<file path="src/rtl/efg_pkg.sv">
// constants, types and helpers of the external bus float gap inserter
package efg_pkg;
  localparam int          CS_COUNT        = 4;
  localparam int          CS_W            = 2;
  localparam int          GAP_W           = 3;
  localparam int          CNT_W           = 4;
  localparam int          DATA_W          = 16;
  localparam int          CFG_W           = CS_COUNT * GAP_W;
  localparam logic        PHASE_SETUP     = 1'b0;
  localparam logic        PHASE_STROBE    = 1'b1;
  localparam logic [3:0]  CS_NONE         = 4'hF;
  localparam logic [3:0]  CS_ONE          = 4'h1;
  localparam logic [GAP_W-1:0] GAP_ZERO   = 3'h0;
  localparam logic [GAP_W-1:0] GAP_ONE    = 3'h1;
  localparam logic [CNT_W-1:0] CNT_ZERO   = 4'h0;
  localparam logic [CNT_W-1:0] CNT_ONE    = 4'h1;

  typedef enum logic [1:0] {ST_IDLE, ST_GAP, ST_ACC} efg_state_e;

  // one bus cycle is two clock ticks; load value of a down counter ending at zero
  function automatic logic [CNT_W-1:0] gap_ticks(input logic [GAP_W-1:0] g);
    gap_ticks = {g, 1'b0} - CNT_ONE;
  endfunction

  function automatic logic [GAP_W-1:0] max_one(input logic [GAP_W-1:0] g);
    max_one = (g == GAP_ZERO) ? GAP_ONE : g;
  endfunction
endpackage

</file>
<file path="src/rtl/efg_gap_if.sv">
// carrier between the sequencer and the gap calculator
`timescale 1ns/1ps
`default_nettype none
interface efg_gap_if;
  import efg_pkg::*;
  logic                   prev_valid;
  logic                   prev_write;
  logic [CS_W-1:0]        prev_cs;
  logic [GAP_W-1:0]       prev_gap;
  logic                   next_write;
  logic [CS_W-1:0]        next_cs;
  logic                   early;
  logic [GAP_W-1:0]       gap;
  modport calc (input prev_valid, prev_write, prev_cs, prev_gap, next_write, next_cs, early,
                output gap);
  modport user (output prev_valid, prev_write, prev_cs, prev_gap, next_write, next_cs, early,
                input gap);
endinterface
`default_nettype wire

</file>
<file path="src/rtl/efg_gap_calc.sv">
// gap size from the previous and next access
`timescale 1ns/1ps
`default_nettype none
module efg_gap_calc
  import efg_pkg::*;
(
  efg_gap_if.calc gi
);
  always_comb begin
    if (!gi.prev_valid) begin
      gi.gap = GAP_ZERO;
    end else if (gi.prev_cs != gi.next_cs) begin
      if (gi.prev_write) begin
        gi.gap = GAP_ONE;
      end else begin
        gi.gap = max_one(gi.prev_gap);
      end
    end else if (gi.prev_write == gi.next_write) begin
      gi.gap = GAP_ZERO;
    end else if (gi.prev_write) begin
      gi.gap = gi.early ? GAP_ONE : GAP_ZERO;
    end else begin
      gi.gap = gi.prev_gap;
    end
  end
endmodule
`default_nettype wire

</file>
<file path="src/rtl/efg_float_gap_insert.sv">
// access sequencer with float gap insertion toward the external memories
`timescale 1ns/1ps
`default_nettype none
module efg_float_gap_insert
  import efg_pkg::*;
(
  input  wire logic              clk,
  input  wire logic              nrst,
  input  wire logic              req_valid,
  output logic                   req_ready,
  input  wire logic              req_write,
  input  wire logic [CS_W-1:0]   req_cs,
  input  wire logic [DATA_W-1:0] req_wdata,
  input  wire logic              early_read_select,
  input  wire logic [CFG_W-1:0]  programmed_gap_count,
  output logic [CS_COUNT-1:0]    chip_select_n,
  output logic                   read_strobe_n,
  output logic                   write_strobe_n,
  output logic [DATA_W-1:0]      data_out,
  output logic                   data_oe_n
);
  efg_gap_if gi ();

  efg_state_e         state_q, state_d;
  logic               phase_q, phase_d;
  logic [CNT_W-1:0]   cnt_q, cnt_d;
  logic               rec_valid_q, rec_valid_d;
  logic               rec_write_q, rec_write_d;
  logic [CS_W-1:0]    rec_cs_q, rec_cs_d;
  logic [GAP_W-1:0]   rec_gap_q, rec_gap_d;
  logic               rec_early_q, rec_early_d;
  logic [DATA_W-1:0]  dout_q, dout_d;
  logic [CS_COUNT-1:0] cs_n_q, cs_n_d;
  logic               rd_n_q, rd_n_d;
  logic               wr_n_q, wr_n_d;
  logic               oe_n_q, oe_n_d;
  logic               take;
  logic [GAP_W-1:0]   req_gap;

  assign req_gap = programmed_gap_count[req_cs*GAP_W +: GAP_W];

  assign gi.prev_valid = rec_valid_q;
  assign gi.prev_write = rec_write_q;
  assign gi.prev_cs    = rec_cs_q;
  assign gi.prev_gap   = rec_gap_q;
  assign gi.next_write = req_write;
  assign gi.next_cs    = req_cs;
  assign gi.early      = early_read_select;

  efg_gap_calc u_calc (
    .gi (gi)
  );

  // a new access is taken when idle or in the last tick of the running access
  assign req_ready = (state_q == ST_IDLE) || (state_q == ST_ACC && phase_q == PHASE_STROBE);
  assign take      = req_valid && req_ready;

  always_comb begin
    state_d     = state_q;
    phase_d     = phase_q;
    cnt_d       = cnt_q;
    rec_valid_d = rec_valid_q;
    rec_write_d = rec_write_q;
    rec_cs_d    = rec_cs_q;
    rec_gap_d   = rec_gap_q;
    rec_early_d = rec_early_q;
    dout_d      = dout_q;
    if (take) begin
      rec_valid_d = 1'b1;
      rec_write_d = req_write;
      rec_cs_d    = req_cs;
      rec_gap_d   = req_gap;
      rec_early_d = early_read_select;
      dout_d      = req_wdata;
      phase_d     = PHASE_SETUP;
      if (gi.gap == GAP_ZERO) begin
        state_d = ST_ACC;
      end else begin
        state_d = ST_GAP;
        cnt_d   = gap_ticks(gi.gap);
      end
    end else begin
      case (state_q)
        ST_IDLE: state_d = ST_IDLE;
        ST_GAP: begin
          if (cnt_q == CNT_ZERO) begin
            state_d = ST_ACC;
            phase_d = PHASE_SETUP;
          end else begin
            cnt_d = cnt_q - CNT_ONE;
          end
        end
        ST_ACC: begin
          if (phase_q == PHASE_SETUP) begin
            phase_d = PHASE_STROBE;
          end else begin
            state_d = ST_IDLE;
          end
        end
        default: state_d = ST_IDLE;
      endcase
    end
  end

  // pin levels follow the next state so that they leave flip-flops aligned to it
  always_comb begin
    cs_n_d = CS_NONE;
    rd_n_d = 1'b1;
    wr_n_d = 1'b1;
    oe_n_d = 1'b1;
    if (state_d == ST_ACC) begin
      cs_n_d = ~(CS_ONE << rec_cs_d);
      if (rec_write_d) begin
        oe_n_d = 1'b0;
        wr_n_d = (phase_d != PHASE_STROBE);
      end else begin
        rd_n_d = !(rec_early_d || phase_d == PHASE_STROBE);
      end
    end
  end

  always_ff @(posedge clk or negedge nrst) begin
    if (!nrst) begin
      state_q     <= ST_IDLE;
      phase_q     <= PHASE_SETUP;
      cnt_q       <= CNT_ZERO;
      rec_valid_q <= 1'b0;
      rec_write_q <= 1'b0;
      rec_cs_q    <= '0;
      rec_gap_q   <= GAP_ZERO;
      rec_early_q <= 1'b0;
      dout_q      <= '0;
      cs_n_q      <= CS_NONE;
      rd_n_q      <= 1'b1;
      wr_n_q      <= 1'b1;
      oe_n_q      <= 1'b1;
    end else begin
      state_q     <= state_d;
      phase_q     <= phase_d;
      cnt_q       <= cnt_d;
      rec_valid_q <= rec_valid_d;
      rec_write_q <= rec_write_d;
      rec_cs_q    <= rec_cs_d;
      rec_gap_q   <= rec_gap_d;
      rec_early_q <= rec_early_d;
      dout_q      <= dout_d;
      cs_n_q      <= cs_n_d;
      rd_n_q      <= rd_n_d;
      wr_n_q      <= wr_n_d;
      oe_n_q      <= oe_n_d;
    end
  end

  assign chip_select_n  = cs_n_q;
  assign read_strobe_n  = rd_n_q;
  assign write_strobe_n = wr_n_q;
  assign data_out       = dout_q;
  assign data_oe_n      = oe_n_q;
endmodule
`default_nettype wire

</file>
<file path="config.mk">
export PLATFORM = sky130hd
export DESIGN_NAME = efg_float_gap_insert
export DESIGN_NICKNAME = d
export VERILOG_FILES = /design/src/rtl/efg_pkg.sv /design/src/rtl/efg_gap_if.sv /design/src/rtl/efg_gap_calc.sv /design/src/rtl/efg_float_gap_insert.sv
export SDC_FILE = /design/constraint.sdc
export NUM_CORES = 1
export LEC_CHECK = 0
export ABC_AREA = 1
export ABC_CLOCK_PERIOD_IN_PS = 2150
export BUFFER_PORTS_ARGS = -buffer_cell sky130_fd_sc_hd__buf_2
export CORE_MARGIN = 3
export CORE_UTILIZATION = 40
export DETAILED_ROUTE_END_ITERATION = 12
export SLEW_MARGIN = 20
export SYNTH_ARGS = -nofsm -noshare
export SYNTH_HDL_FRONTEND = slang
export SYNTH_SLANG_ARGS = --single-unit
</file>
<file path="constraint.sdc">
create_clock -name clk -period 2.15 [get_ports clk]
set_clock_uncertainty 0.05 [all_clocks]
set_input_delay 0.1075 -clock clk [delete_from_list [all_inputs] [get_ports clk]]
set_output_delay 0.1075 -clock clk [all_outputs]
set_load 0.01 [all_outputs]
</file>
======== Word level (Yosys, flattened, before mapping) ========
Cells that the tools add are included.
storage, ports and cells
  input bits .............................. 35
  register bits after elaboration ......... 38
  word-level logic and storage cells ...... 67
  output and inout port bits .............. 24
operators by class
  multiply operators ...................... 1
  reductions and logical operators ........ 11
  eq/ne operators ......................... 7
  bitwise gates (word level) .............. 2
  shift-type cells ........................ 2
  $add $sub $neg .......................... 2
  multiplexer cells ....................... 29
operator list
  cell                                                                 number
  4-bit 2-to-1 mux                                                     5
  3-bit 2-to-1 mux                                                     6
  12-bit by 5-bit indexed part select with 3-bit output                1
  1-bit 2-to-1 mux                                                     11
  2-bit 2-to-1 mux                                                     5
  4-bit by 1-bit subtractor with 4-bit output (second input constant)  2
  3-bit logical NOT                                                    2
  2-bit == test (second input constant)                                2
  4-bit logical NOT                                                    1
  2-bit by 2-bit multiplier with 4-bit output (second input constant)  1
  2-bit inequality test (second input constant)                        2
  4-bit inverter                                                       1
  2-bit one-hot mux with 2 select lines                                1
  1-bit by 2-bit << shifter with 4-bit output (first input constant)   1
  3-bit AND reduction                                                  1
  2-bit by 1-bit == test with 1-bit output (second input constant)     1
  1-bit logical AND                                                    2
  2-bit logical NOT                                                    1
  1-bit logical OR                                                     2
  2-bit inequality test                                                1
  1-bit one-hot mux with 2 select lines                                1
  2-bit nonzero test                                                   1
  1-bit == test                                                        1
  1-bit logical NOT                                                    1
  1-bit inverter                                                       1

======== Longest topological paths before layout ========
  depth in word-level cells ............... 10
  gate-level depth with buffers ........... 16
  depth with buffers taken out ............ 16

======== Cells and area by module ========
A second synthesis with hierarchy kept.
unflattened totals
  cells, all modules ...................... 237
  area, all modules ....................... 1,904.3 um2
by module, submodules not included
  module                cells an instance  area an instance (um2)  times used  seq. area each (um2)
  efg_float_gap_insert  209                1,786.7                 1           959.7
  efg_gap_calc          28                 117.6                   1           0.0

======== Least setup slack after synthesis ========
Ideal clock, no wire load.
  kind .................................... register to register
  from .................................... register rec_write_q (netlist: gi.prev_write)
  to ...................................... register rd_n_q (netlist: read_strobe_n)
  library setup time ...................... 0.061 ns
  data required time ...................... 2.039 ns
  cell stages (with the launch flop) ...... 16
  path slack .............................. 0.328 ns
  clock period less this slack ............ 1.822 ns
  data arrival time ....................... 1.711 ns
  path buffers ............................ 0
  cells stage by stage .................... dfrtp_1 inv_1 nand2_1 nand2_1 nand2_1 inv_1 nand2_1 nand2_1 nand2_1 ha_1 ha_1 inv_1 nor2_2 a21oi_1 nor2_4 nand2_1
on the way
  word-level cells in the longest chain between the ends .. 9
  elaborated cells between the ends (all ways) .. 13
  those cells by class .................... eq/ne (2); mux (10); reduce/logical (1)
ends and longest elaborated chain
  element                                            RTL line                                RTL
  start, declared                                    efg_float_gap_insert.sv:28              logic rec_write_q, rec_write_d;
  start signal, assigned                             efg_float_gap_insert.sv:142             rec_write_q <= rec_write_d;
  3-bit 2-to-1 mux or 1-bit == test (tied branches)  efg_gap_calc.sv:20, efg_gap_calc.sv:18
  3-bit 2-to-1 mux                                   efg_gap_calc.sv:18                      end else if (gi.prev_write == gi.next_write) begin
  3-bit 2-to-1 mux                                   efg_gap_calc.sv:12                      end else if (gi.prev_cs != gi.next_cs) begin
  3-bit 2-to-1 mux                                   efg_gap_calc.sv:10                      if (!gi.prev_valid) begin
  3-bit logical NOT                                  efg_float_gap_insert.sv:76              if (gi.gap == GAP_ZERO) begin
  2-bit 2-to-1 mux                                   efg_float_gap_insert.sv:76
  2-bit 2-to-1 mux                                   efg_float_gap_insert.sv:68              if (take) begin
  2-bit == test                                      efg_float_gap_insert.sv:111             if (state_d == ST_ACC) begin
  1-bit 2-to-1 mux *                                 efg_float_gap_insert.sv:111
  via rd_n_d                                         efg_float_gap_insert.sv:34              logic rd_n_q, rd_n_d;
  end signal, assigned                               efg_float_gap_insert.sv:148             rd_n_q <= rd_n_d;
  end, declared                                      efg_float_gap_insert.sv:34
The timed path passes the listed nets; every way through them passes the cells marked *.
A chain may end at the register's enable or synchronous reset.

======== Final worst setup path ========
  from .................................... register rec_cs_q[1] (netlist: gi.prev_cs[1])
  to ...................................... register cnt_q[1]
on the way
  word-level cells in the longest chain between the ends .. 6
  elaborated cells between the ends (all ways) .. 9
  those cells by class .................... add/sub (1); eq/ne (2); mux (4); reduce/logical (2)
ends and longest elaborated chain
  element                                                                           RTL line                                   RTL
  start, declared                                                                   efg_float_gap_insert.sv:29                 logic [CS_W-1:0] rec_cs_q, rec_cs_d;
  start signal, assigned                                                            efg_float_gap_insert.sv:143                rec_cs_q <= rec_cs_d;
  2-bit inequality test *                                                           efg_gap_calc.sv:12
  3-bit 2-to-1 mux *                                                                efg_gap_calc.sv:12
  3-bit 2-to-1 mux *                                                                efg_gap_calc.sv:10
  4-bit by 1-bit subtractor with 4-bit output or 3-bit logical NOT (tied branches)  efg_pkg.sv:22, efg_float_gap_insert.sv:76
  4-bit 2-to-1 mux or 2-bit inequality test (tied branches)                         --
  4-bit 2-to-1 mux or 3-bit AND reduction (tied branches)                           --
  end signal, assigned                                                              efg_float_gap_insert.sv:140                cnt_q <= cnt_d;
  end, declared                                                                     efg_float_gap_insert.sv:26                 logic [CNT_W-1:0] cnt_q, cnt_d;
Mark *: on every way between the ends. The rest lies on a longest branch, timed or not. The select of a mux whose other input is x is not followed.

==> results by group <==
Clock network
  – Root Driver: clkbuf_8
  – CTS tree: done
  – H-tree levels: 2
  – Total setup buffers inserted after CTS: 0
  – CTS Buf Count: 5
  – Longest Clk Path Bufs: 2
  – Sink Count: 38
  – Clock insertion delay at the later pin of the skew report: 0.29 ns
  – Clock-pin slew on the worst setup and hold paths: 0.07 ns

Synth
  – Syn. warnings: 0
  – Post-Syn Instances: 251
  – Synth cell types: 28
  – EDFF count, synth: 0
  – Leading register cell type out of synthesis: dfrtp_1
  – Sequential area share after synthesis: 48.7%
  – FFs w/ async S/R, synth: 100%
  – Flops & latches, synth: 38
  – Mapped Nets: 293
  – Synthesized area per cell: 7.85 sq um
  – Synthesized area: 0.00197 sq mm

Power and ir drop
  – Leakage: 0.00141 uW
  – PwrDens: 1330 mW/mm^2
  – Worst VDD drop: 0.496 mV

Setup path
  – CP cell instances: inv_1 -> nand2_1 -> nand2_1 -> nor2_1 -> nand2_1 -> nand2_1 -> nand2_1 -> ha_1 -> ha_1 -> inv_1 -> nand2_2 -> nand2_1 -> inv_2 -> nand2_1 -> nand2_1
  – CP dominant cell by count: nand2_1
  – CP Data Required Time: 2.29 ns
  – CP delay by family, top: simple AND/OR/NAND/NOR gates
  – CP max-delay cell: dfrtp_1
  – Worst Setup Start Kind: flop
  – Crit path buffers/inverters: 3
  – Critical Path Sink Type: flop
  – Critical Path AT: 2.03 ns
  – Crit path max fanout: 4
  – Worst stage delay on the critical path: 0.37 ns
  – Crit Path Category: flop to flop

Run
  – Max cap viols: 0

GRT
  – Antenna violations before repair: 0
  – Largest net degree at the start of global routing: 39
  – Vias in the first global route: 1677
  – GR Util All Layers: 16.1%
  – Grt total ovfl: 0
  – First-pass GRT wire length: 7.56 mm

Timing
  – Final Critical Period: 1.90 ns
  – Rel. slew slack: 45.2%
  – Final hold slack: 0.0877 ns
  – Final hold vios: 0
  – RSZ-0062 raised after global routing: no
  – Final count of negative-setup-slack endpoints: 0
  – Period utilization: 88.3%
  – Fmax: 527 MHz
  – Max-slew violations: 0
  – Setup_tns: 0 ns
  – Transition time at the pin with the least slew margin: 0.822 ns

Die
  – Vert. Die Dim: 76.2 um
  – FP Rows: 24
  – Die ar.: 0.00580 sq mm
  – Initial Util: 43.1%
  – Core area: 0.00456 sq mm
  – IO Count: 59
  – Die Width: 76.2 um

Layout
  – Final net count: 372
  – Area Overhead vs Synth: 33.3%
  – Inserted Diodes: 0
  – Share of layout cells above drive strength 1: 27.8%

Routing
  – DR vias/cell: 4.43
  – Routed wire per std cell: 10.8 um
  – DR pass1 iterations: 4
  – Routed Antenna Nets: 0
  – Routed vias: 1755
  – Iter 0 DRT Violations: 53
  – WL final: 4.29 mm
  – Residual DRC count: 0

Worst hold path
  – Worst Hold Class: input port to flop

Placed design
  – Gpl congestion: 0.774
  – Port buffer count: 58
  – DP HPWL: 3.06 mm

Status
  – Status: finished clean
## metal layers
metal	GRT usage [%]	vias up	part of all wire, %
met2	26.2	44	46
met5	0	-	0
met3	5.79	4	6.0
met4	4.35	0	1.0
li1	-	929	-
met1	20.4	778	47
## kinds of logic after synthesis
| kind of cell | synth area share [%] |
|---|---|
| AO/OA/AOI/OAI | 7.62 |
| XOR/XNOR | 0.445 |
| adder cells (fa/ha/maj) | 4.45 |
| buffers and inverters | 8.51 |
| flip-flops | 48.7 |
| AND/OR/NAND/NOR | 30.2 |
## power by group
| group | switching [uW] | internal (uW) | leakage (uW) | total, uW |
|---|---|---|---|---|
| clock | 253 | 495 | 0.0000714 | 748 |
| combinational | 978 | 597 | 0.000895 | 1570 |
| sequential | 147 | 1020 | 0.000447 | 1160 |
| total | 1380 | 2110 | 0.00141 | 3490 |
## metrics by stage
stage               area [sq um]  util [%]  worst slack (ns)  total power, uW  std cells
finish                      2630      57.5             0.252             3490        396
floorplan                   1970         -             0.328             2310        251
global route                2630      57.5           0.00141             3830        396
detailed placement          2310      50.6             0.157             2740        371
global placement            2310      50.6             0.219             2730        371
CTS                         2620      57.4             0.127             3530        396
## what timing repair did
item | in CTS | in global routing
hold buffers | 17 | 0
gates resized for setup | 0 | 2
endpoints found under the hold margin | 47 | 0
setup endpoints to repair | 0 | 11
## cell usage after synthesis, types with 3 or more instances
cell | instances | area [sq um]
nand2_1 | 105 | 394
dfrtp_1 | 31 | 776
inv_1 | 27 | 101
nor2_1 | 18 | 67.6
o21ai_0 | 11 | 55.1
nand3_1 | 9 | 45.0
dfstp_2 | 7 | 184
ha_1 | 7 | 87.6
o21ai_1 | 4 | 20.0
a21oi_1 | 3 | 15.0
inv_2 | 3 | 11.3
o21ai_2 | 3 | 26.3
## path summary, 6_finish.rpt
| kind | startpoint | to | slack [ns] | cells past startpoint |
|---|---|---|---|---|
| setup / recovery | gi.prev_cs[1]$_DFF_PN0_ | cnt_q[1]$_DFFE_PN0P_ | 0.25 | 15 |
| hold / removal | programmed_gap_count[4] | gi.prev_gap[1]$_DFFE_PN0P_ | 0.09 | 3 |
| setup reg to reg | gi.prev_cs[1]$_DFF_PN0_ | cnt_q[1]$_DFFE_PN0P_ | 0.25 | 15 |
| hold reg to reg | data_out[14]$_DFFE_PN0P_ | data_out[14]$_DFFE_PN0P_ | 0.42 | 2 |
| max in group asynchronous | nrst | data_out[15]$_DFFE_PN0P_ | 1.14 | 2 |
| min in group asynchronous | nrst | cnt_q[2]$_DFFE_PN0P_ | 0.39 | 2 |
## state kept, by name (all words and copies together), names as in the netlist
name            cells
gi.prev_gap         3
write_strobe_n      1
phase_q             1
gi.prev_write       1
data_oe_n           1
data_out           16
read_strobe_n       1
gi.prev_valid       1
rec_early_q         1
chip_select_n       4
cnt_q               4
state_q             2
gi.prev_cs          2
## cell type report
cell class | count | area [sq um]
clock inverter | 2 | 60.1
timing repair buffer | 78 | 483
inverter | 30 | 113
tap | 65 | 81.3
fill | 453 | 1940
sequential | 38 | 960
clock buffer | 6 | 82.6
multi-input combinational | 177 | 846
## worst min-delay path: cells and delay by family
| kind | cells | cell delay [ns] |
|---|---|---|
| buf+inv | 1 | 0.07 |
| compound gates | 2 | 0.21 |
## placed cells by master, fill, tap and decap left out, drive strengths merged
master         n
a21boi         2
a21oi          3
a31oi          1
buf           61
bufinv         2
clkbuf         6
dfrtp         31
dfstp          7
dlygate4sd3   17
ha             7
inv           30
nand2        109
nand3         10
nand3b         1
nand4          2
nor2          20
o21ai         18
o22ai          2
or2            1
xor2           1
Note: power is estimated with default switching activity, not from simulation.
